`src/verilog/dtt_pkg.sv`:
```
package dtt_pkg;

    // ************************************************************
    // Clock and timing.
    // ************************************************************
    localparam int CLK_PERIOD_NS = 10;
    localparam int FORCE_WAIT_NS = 1000;
    localparam int FORCE_WAIT_CYCLES = (FORCE_WAIT_NS + CLK_PERIOD_NS - 1) / CLK_PERIOD_NS;
    localparam int FORCE_CNT_W = 8;
    localparam int MOD_SLOT_CYCLES = 4;
    localparam int MOD_SLOT_W = 4;

    // ************************************************************
    // Fixed temperature thresholds, in sensor code units.
    // ************************************************************
    localparam logic [7:0] TRIP_TEMP = 8'h5a;
    localparam logic [7:0] HYST_TEMP = 8'h03;
    localparam logic [7:0] RELEASE_TEMP = TRIP_TEMP - HYST_TEMP;
    localparam logic [7:0] CRIT_TEMP = 8'h7d;

    // ************************************************************
    // Operating points and duty codes.
    // ************************************************************
    localparam logic [3:0] LOWEST_POINT = 4'h1;
    localparam logic [3:0] OP_POINT_RESET = 4'h1;
    localparam logic [2:0] AUTO_DUTY = 3'h4;

    // ************************************************************
    // Throttle control field positions.
    // ************************************************************
    localparam int CTRL_ON_DEMAND_BIT = 4;
    localparam int CTRL_DUTY_LSB = 1;
    localparam int CTRL_DUTY_MSB = 3;

    // ************************************************************
    // Power states and throttle states.
    // ************************************************************
    typedef enum logic [2:0] {
        PS_C0 = 3'h0,
        PS_C1 = 3'h1,
        PS_C2 = 3'h2,
        PS_C4 = 3'h3,
        PS_C6 = 3'h4,
        PS_S0I1 = 3'h5,
        PS_S0I3 = 3'h6
    } dtt_power_t;

    typedef enum logic [4:0] {
        ST_IDLE = 5'h01,
        ST_MOD = 5'h02,
        ST_DROP = 5'h04,
        ST_DROP_MOD = 5'h08,
        ST_TRIP = 5'h10
    } dtt_state_t;

endpackage

```
`src/verilog/dtt_duty_mod.sv`:
```
`timescale 1ns/1ps
module dtt_duty_mod (
    input wire logic ref_clk,
    input wire logic rst_n,
    input wire logic run,
    input wire logic [2:0] duty,
    output logic clk_on
);
    import dtt_pkg::*;

    // ************************************************************
    // Eight-slot gating pattern, duty counts slots with clocks on.
    // ************************************************************
    typedef struct packed {
        logic [MOD_SLOT_W-1:0] slot;
        logic [2:0] eighth;
        logic on;
    } dtt_mod_t;

    dtt_mod_t s;
    dtt_mod_t next_s;

    always_comb begin
        next_s = s;
        if (!run) begin
            next_s.slot = '0;
            next_s.eighth = 3'h0;
            next_s.on = 1'b1;
        end else begin
            if (s.slot == MOD_SLOT_W'(MOD_SLOT_CYCLES - 1)) begin
                next_s.slot = '0;
                next_s.eighth = s.eighth + 3'h1;
            end else begin
                next_s.slot = s.slot + MOD_SLOT_W'(1);
            end
            next_s.on = (next_s.eighth < duty);
        end
    end

    always_ff @(posedge ref_clk or negedge rst_n) begin
        if (!rst_n) begin
            s <= '{slot: '0, eighth: 3'h0, on: 1'b1};
        end else begin
            s <= next_s;
        end
    end

    assign clk_on = s.on;

endmodule

```
`src/verilog/dtt_throttle.sv`:
```
`timescale 1ns/1ps
module dtt_throttle (
    input wire logic ref_clk,
    input wire logic rst_n,
    input wire logic [7:0] die_temp,
    input wire logic clock_modulation_mode,
    input wire logic frequency_drop_mode,
    input wire logic force_modulation_with_drop,
    input wire logic [4:0] throttle_ctrl,
    input wire logic alarm_irq_on_assert,
    input wire logic alarm_irq_on_deassert,
    input wire dtt_pkg::dtt_power_t power_state,
    input wire logic [3:0] sw_op_point,
    input wire logic sw_op_req,
    input wire logic irq_req,
    input wire logic irq_taken,
    input wire logic thermal_alarm_n_in,
    output logic thermal_alarm_n_out,
    output logic thermal_alarm_n_oe,
    output logic critical_trip_n,
    output logic core_shutdown,
    output logic core_clk_en,
    output logic snoop_active,
    output logic irq_to_core,
    output logic [3:0] op_point,
    output logic op_point_change,
    output logic alarm_event,
    output logic thermal_throttle_unit,
    output dtt_pkg::dtt_state_t throttle_state
);
    import dtt_pkg::*;

    // ************************************************************
    // State of the block.
    // ************************************************************
    typedef struct packed {
        dtt_state_t st;
        logic hot;
        logic alarm_sync1;
        logic alarm_sync2;
        logic alarm_drive;
        logic drive_d1;
        logic drive_d2;
        logic alarm_event;
        logic irq_latched;
        logic mod_auto;
        logic trip;
        logic [3:0] last_req;
        logic [3:0] op_point;
        logic op_change;
        logic [FORCE_CNT_W-1:0] force_cnt;
    } dtt_regs_t;

    dtt_regs_t s;
    dtt_regs_t next_s;

    logic mod_on;
    logic mod_run;
    logic [2:0] duty_sel;
    logic alarm_in_ok;
    logic alarm_out_ok;
    logic trip_ok;
    logic ext_hot;
    logic own_echo;
    logic hot_next;
    logic auto_en;
    logic auto_hot;
    logic on_demand;
    logic force_due;
    logic drop_now;
    logic [2:0] ctrl_duty;

    // ************************************************************
    // Power state and throttle drop state decoding.
    // ************************************************************
    function automatic logic awake_state(input dtt_power_t ps);
        awake_state = (ps == PS_C0) || (ps == PS_C1) || (ps == PS_C2);
    endfunction

    function automatic logic drop_state(input dtt_state_t st);
        drop_state = (st == ST_DROP) || (st == ST_DROP_MOD);
    endfunction

    // ************************************************************
    // Helper functions.
    // ************************************************************
    function automatic logic mod_state(input dtt_state_t st);
        mod_state = (st == ST_MOD) || (st == ST_DROP_MOD);
    endfunction

    function automatic logic hyst_flag(input logic [7:0] temp, input logic held);
        if (temp >= TRIP_TEMP) begin
            hyst_flag = 1'b1;
        end else if (temp < RELEASE_TEMP) begin
            hyst_flag = 1'b0;
        end else begin
            hyst_flag = held;
        end
    endfunction

    function automatic logic edge_event(input logic was, input logic now, input logic rise_en, input logic fall_en);
        edge_event = (now && !was && rise_en) || (!now && was && fall_en);
    endfunction

    function automatic logic [FORCE_CNT_W-1:0] force_count(input logic in_drop, input logic hot,
        input logic [FORCE_CNT_W-1:0] cnt);
        if (!in_drop || !hot) begin
            force_count = '0;
        end else if (cnt != FORCE_CNT_W'(FORCE_WAIT_CYCLES)) begin
            force_count = cnt + FORCE_CNT_W'(1);
        end else begin
            force_count = cnt;
        end
    endfunction

    always_comb begin
        alarm_in_ok = awake_state(power_state);
        alarm_out_ok = awake_state(power_state);
        trip_ok = awake_state(power_state) || (power_state == PS_C4) || (power_state == PS_C6);
    end

    // ************************************************************
    // Modulation pattern generator.
    // ************************************************************
    assign mod_run = mod_state(s.st);
    assign ctrl_duty = throttle_ctrl[CTRL_DUTY_MSB:CTRL_DUTY_LSB];

    always_comb begin
        if (s.mod_auto || ctrl_duty == 3'h0) begin
            duty_sel = AUTO_DUTY;
        end else begin
            duty_sel = ctrl_duty;
        end
    end

    dtt_duty_mod u_duty (
        .ref_clk(ref_clk),
        .rst_n(rst_n),
        .run(mod_run),
        .duty(duty_sel),
        .clk_on(mod_on)
    );

    // ************************************************************
    // Alarm pin input qualification.
    // ************************************************************
    always_comb begin
        // our own drive echoes back through the synchroniser, so it is masked.
        own_echo = s.alarm_drive || s.drive_d1 || s.drive_d2;
        hot_next = hyst_flag(die_temp, s.hot);
        ext_hot = alarm_in_ok && !s.alarm_sync2 && !own_echo;
        auto_en = clock_modulation_mode || frequency_drop_mode;
        auto_hot = auto_en && (s.hot || ext_hot);
        on_demand = throttle_ctrl[CTRL_ON_DEMAND_BIT];
        force_due = force_modulation_with_drop && clock_modulation_mode && s.hot
                    && (s.force_cnt == FORCE_CNT_W'(FORCE_WAIT_CYCLES));
        drop_now = auto_hot && frequency_drop_mode;
    end

    // ************************************************************
    // Next state.
    // ************************************************************
    always_comb begin
        next_s = s;
        next_s.alarm_sync1 = thermal_alarm_n_in;
        next_s.alarm_sync2 = s.alarm_sync1;
        next_s.op_change = 1'b0;
        next_s.alarm_event = 1'b0;

        next_s.hot = hot_next;
        next_s.drive_d1 = s.alarm_drive;
        next_s.drive_d2 = s.drive_d1;
        next_s.force_cnt = force_count(drop_state(s.st), s.hot, s.force_cnt);

        case (s.st)
            ST_IDLE, ST_MOD, ST_DROP, ST_DROP_MOD: begin
                if (drop_now) begin
                    if (force_due || (s.st == ST_DROP_MOD && s.hot && force_modulation_with_drop)) begin
                        next_s.st = ST_DROP_MOD;
                        next_s.mod_auto = 1'b1;
                    end else begin
                        next_s.st = ST_DROP;
                        next_s.mod_auto = 1'b0;
                    end
                end else if (auto_hot) begin
                    next_s.st = ST_MOD;
                    next_s.mod_auto = 1'b1;
                end else if (on_demand) begin
                    next_s.st = ST_MOD;
                    next_s.mod_auto = 1'b0;
                end else begin
                    next_s.st = ST_IDLE;
                    next_s.mod_auto = 1'b0;
                end
            end
            ST_TRIP: begin
                next_s.st = ST_TRIP;
            end
            default: begin
                next_s.st = ST_IDLE;
            end
        endcase

        // ********************************************************
        // Operating point handling.
        // ********************************************************
        if (sw_op_req) begin
            next_s.last_req = sw_op_point;
        end
        if (drop_state(next_s.st)) begin
            if (!drop_state(s.st)) begin
                next_s.op_point = LOWEST_POINT;
            end
            if (sw_op_req && sw_op_point < LOWEST_POINT) begin
                next_s.op_point = sw_op_point;
            end
            if (sw_op_req && sw_op_point >= LOWEST_POINT && s.op_point < LOWEST_POINT) begin
                next_s.op_point = LOWEST_POINT;
            end
        end else if (drop_state(s.st) && next_s.st != ST_TRIP) begin
            next_s.op_point = next_s.last_req;
        end else if (sw_op_req && s.st != ST_TRIP) begin
            next_s.op_point = sw_op_point;
        end
        next_s.op_change = (next_s.op_point != s.op_point);

        // ********************************************************
        // Hot alarm output and its event.
        // ********************************************************
        // alarm drive.
        next_s.alarm_drive = alarm_out_ok && next_s.hot && !s.trip;
        next_s.alarm_event = edge_event(s.alarm_drive, next_s.alarm_drive, alarm_irq_on_assert,
                                        alarm_irq_on_deassert);

        // ********************************************************
        // Interrupt latch and critical trip.
        // ********************************************************
        // latch, set wins over clear.
        if (irq_req) begin
            next_s.irq_latched = 1'b1;
        end else if (irq_taken && irq_to_core) begin
            next_s.irq_latched = 1'b0;
        end

        if (trip_ok && die_temp >= CRIT_TEMP) begin
            next_s.trip = 1'b1;
            next_s.st = ST_TRIP;
            next_s.alarm_drive = 1'b0;
        end
    end

    // ************************************************************
    // State register.
    // ************************************************************
    always_ff @(posedge ref_clk or negedge rst_n) begin
        if (!rst_n) begin
            s <= '{st: ST_IDLE, hot: 1'b0, alarm_sync1: 1'b1, alarm_sync2: 1'b1,
                   alarm_drive: 1'b0, drive_d1: 1'b0, drive_d2: 1'b0, alarm_event: 1'b0, irq_latched: 1'b0,
                   mod_auto: 1'b0, trip: 1'b0, last_req: OP_POINT_RESET,
                   op_point: OP_POINT_RESET, op_change: 1'b0, force_cnt: '0};
        end else begin
            s <= next_s;
        end
    end

    // ************************************************************
    // Outputs.
    // ************************************************************
    assign thermal_alarm_n_out = 1'b0;
    assign thermal_alarm_n_oe = s.alarm_drive;
    assign critical_trip_n = !s.trip;
    assign core_shutdown = s.trip;
    assign core_clk_en = !s.trip && (!mod_run || mod_on);
    assign snoop_active = !s.trip;
    assign irq_to_core = s.irq_latched && core_clk_en;
    assign op_point = s.op_point;
    assign op_point_change = s.op_change;
    assign alarm_event = s.alarm_event;
    assign thermal_throttle_unit = (s.st != ST_IDLE) && (s.st != ST_TRIP);
    assign throttle_state = s.st;

endmodule
```
`config.mk`:
```
export PLATFORM = sky130hd
export DESIGN_NAME = dtt_throttle
export DESIGN_NICKNAME = d
export VERILOG_FILES = /design/src/verilog/dtt_pkg.sv /design/src/verilog/dtt_duty_mod.sv /design/src/verilog/dtt_throttle.sv
export SDC_FILE = /design/constraint.sdc
export NUM_CORES = 1
export LEC_CHECK = 0
export ABC_CLOCK_PERIOD_IN_PS = 2300
export BUFFER_PORTS_ARGS = -buffer_cell sky130_fd_sc_hd__buf_2
export CAP_MARGIN = 25
export CELL_PAD_IN_SITES_DETAIL_PLACEMENT = 1
export CELL_PAD_IN_SITES_GLOBAL_PLACEMENT = 1
export CORE_UTILIZATION = 41
export DETAILED_ROUTE_END_ITERATION = 10
export PLACE_DENSITY_LB_ADDON = 0.1
export SLEW_MARGIN = 25
export SYNTH_ARGS = -nofsm -noshare
export SYNTH_HDL_FRONTEND = slang
export SYNTH_HIERARCHICAL = 1
export SYNTH_SLANG_ARGS = --single-unit
```
`constraint.sdc`:
```
create_clock -name ref_clk -period 2.3 [get_ports ref_clk]
set_clock_uncertainty 0.1 [all_clocks]
set_input_delay 0.115 -clock ref_clk [delete_from_list [all_inputs] [get_ports ref_clk]]
set_output_delay 0.115 -clock ref_clk [all_outputs]
set_load 0.02 [all_outputs]
```
==> results.py <==
metrics = {
    "worst_setup_path": {
        "reg2reg_depth": 6,
        "crit_chain": "and2b_2 > o21a_1 > a21oi_1 > nand2_1 > a21o_1 > dlygate4sd3_1",
        "worstSetupStartpointType": "register",
        "r2r-start": "throttle_state[3]",
        "slowest_stage": "dlygate4sd3_1",
        "r2r_slack_ps": 160,
        "critPathArrivalTime_ps": 2220,
        "cp_num_buf_inv": 1,
        "end_kind": "register",
        "timing.rr.end": "s[19]",
        "path_max_fanout": 7,
        "required_ps": 2380,
        "path_delay_family": "compound AO/OA/AOI/OAI gates",
        "critical_path_class": "reg2reg",
        "max_stage_delay_ps": 540,
    },
    "clocking": {
        "cts.clk_slew.worst_paths_ps": 80,
        "htree_levels": 2,
        "clockRootBuffer": "clkbuf_8",
        "cts_made_buffers": 5,
        "clock_path_buffers": 2,
        "cts_tree": "done",
        "cts.sinks": 40,
        "clock_latency_ps": 300,
        "post_cts_buffers": 0,
    },
    "power": {
        "ir_drop_mv": 0.2774,
        "totalPowerFinal_w": 0.001446,
        "leakage_nw": 1.261,
        "power.density_mw_per_mm2": 530.1,
    },
    "cells_and_area": {
        "layout_commonest_cell": "buf_2",
        "antennaDiodeCount": 0,
        "nets": 319,
        "syn_to_final_growth_pct": 17.90,
        "final_cell_mix": "buf_2, dfrtp_1, nor2_1, nand2_1, a21oi_1",
        "nFillCells": 634,
        "post-route-cell-area_mm2": 0.002728,
        "drive_gt1_frac": 0.2933,
    },
    "global_route": {
        "track_usage": 0.1995,
        "grt_remaining_overflow": 0,
        "grt_pass1_wl_um": 9335,
        "antenna_found_initial": 0,
        "grt_pass1_vias": 1944,
        "grt_max_degree": 40,
    },
    "worst_hold_path": {
        "min_to": "s[16]",
        "hold_class": "in2reg",
        "holdCritStartpoint": "sw_op_point[3]",
        "hold_depth": 2,
    },
    "detailed_routing": {
        "dr.pass1.iters": 4,
        "via_per_inst": 5.110,
        "drt-initial-drc-count": 55,
        "vias": 1804,
        "ant_nets": 0,
        "drt-total-wl_um": 5174,
        "drc_errors": 0,
        "wire_per_inst_um": 14.66,
    },
    "floorplan": {
        "core_area_mm2": 0.005270,
        "num_io_pins": 50,
        "die_w_um": 77.12,
        "rows": 26,
        "dieArea_mm2": 0.005947,
        "die_y_um": 77.12,
        "initial_core_util": 0.4390,
    },
    "sta": {
        "finalCriticalPeriod_ps": 2139,
        "rsz0062_at_grt": "false",
        "final.setup.tns_ps": 0,
        "finalCritPeriodShare": 0.9299,
        "layout_setup_ws_ps": 161.3,
        "worst_slew_pin_slew_ps": 923.7,
        "finalMaxSlewViolations": 0,
        "relSlewSlack": 0.3842,
        "fmax_ghz": 0.4676,
        "setup_viol": 0,
        "hold_viol_final": 0,
    },
    "logic_synthesis": {
        "syn-cell-area_mm2": 0.002313,
        "synth_cell_types": 52,
        "synth_area_leaders": "dfrtp_1, dfstp_2, buf_4",
        "syn_nets": 270,
        "seq_area_frac_synth": 0.4359,
        "synth-seq-cells": 40,
        "post-synth-top-area-cell": "dfrtp_1",
        "synth_enable_flop_cells": 0,
        "synth_cells": 233,
        "ys.flop_type": "dfrtp_1",
        "synth-async-reset-ratio": 1.000,
        "yosys_warnings": 6,
        "synth_top_cell_area_share": 0.3678,
        "syn_avg_cell_area_um2": 9.929,
    },
    "outcome": {
        "status": "complete, no violations",
    },
    "placed_design": {
        "numPortBuffers": 47,
        "dpl_cell_area_mm2": 0.002512,
        "dp_hpwl_um": 3733,
        "pre_cts_ws_ps": 118.2,
        "gp_congestion": 0.8226,
    },
    "flow_run": {
        "maxCapViolCount": 0,
    },
}
==> routing by layer <==
layer	track usage	vias up	routed length (um)
li1	-	894	-
met1	0.2584	865	2476
met2	0.3223	36	2428
met3	0.04405	9	173
met4	0.07925	0	95
met5	0	-	0
==> kinds of logic (layout without fill, tap and decap cells) <==
| group | count (synthesis) | count (layout) | synth area share |
|---|---|---|---|
| simple gates | 91 | 91 | 0.2239 |
| compound gates | 44 | 44 | 0.1222 |
| flops | 40 | 40 | 0.4359 |
| buf+inv | 26 | 76 | 0.07625 |
| xor+xnor | 15 | 15 | 0.06004 |
| mux | 10 | 10 | 0.04759 |
| fa+ha+maj | 6 | 6 | 0.03245 |
| other cells | 1 | 1 | 0.001621 |
==> worst reg2reg max path: stages, from the launching register on <==
cell	delay, ps
dfrtp_1	480
and2b_2	250
o21a_1	200
a21oi_1	210
nand2_1	70
a21o_1	170
dlygate4sd3_1	540
==> how the worst max path moves through the flow <==
stage	from	to	slack (ps)	cells after the start
finish	throttle_state[3]	s[19]	160	6
global route	throttle_state[0]	op_point_change	20	7
CTS	throttle_state[0]	op_point_change	100	7
detailed placement	throttle_state[0]	op_point_change	120	7
global placement	throttle_state[0]	op_point_change	160	7
floorplan	throttle_state[0]	op_point_change	300	8
==> cell usage after synthesis (all sizes together) (2+ instances only) <==
cell,instances
nor4b,4
nor2,23
nor3,3
nand2b,4
nor2b,4
a21oi,16
nand2,19
dfstp,6
and2,7
a22o,2
mux2i,5
nand4,2
xnor2,6
nor4,6
nor3b,2
nand3,7
nand3b,2
and3,4
dfrtp,34
mux2,5
buf,17
inv,8
o21ai,12
a21boi,3
o21a,2
ha,6
xor2,9
==> through the flow <==
step / std cells / util / hold WS [ps]
2_1_floorplan: 233 / - / -280.6
3_3_place_gp: 335 / 0.4767 / 119.9
3_5_place_dp: 335 / 0.4767 / 121.8
4_1_cts: 353 / 0.5169 / 6.793
5_1_grt: 353 / 0.5176 / 18.40
6_report: 353 / 0.5176 / 16.98
==> power by group <==
part | leakage, nW | internal (W) | switching (W)
clock network | 0.0541 | 0.000321 | 0.000263
registers | 0.501 | 0.000721 | 0.0000109
logic | 0.706 | 0.0000598 | 0.0000701
total | 1.26 | 0.00110 | 0.000344
==> sequential cells by signal, summed over array words and instances, names as in the netlist <==
name / cells
u_duty/clk_on: 1
u_duty/s: 7
throttle_state: 5
s: 17
core_shutdown: 1
thermal_alarm_n_oe: 1
op_point_change: 1
op_point: 4
next_s: 2
alarm_event: 1
==> area by class of cell <==
cell class | count | area, um2 | area share
clock buffer | 5 | 68.82 | 0.02523
clock inverter | 3 | 42.54 | 0.01560
inverter | 8 | 30.03 | 0.01101
multi-input combinational | 167 | 1132 | 0.4151
sequential | 40 | 1008 | 0.3697
tap | 70 | 87.58 | 0.03211
timing repair buffer | 60 | 357.8 | 0.1312
==> what timing repair did <==
action,in CTS,in global routing
gates resized for setup,0,1
endpoints found under the hold margin,40,0
hold buffers,10,0
setup endpoints to repair,0,1
Note: power is estimated with default switching activity, not from simulation.
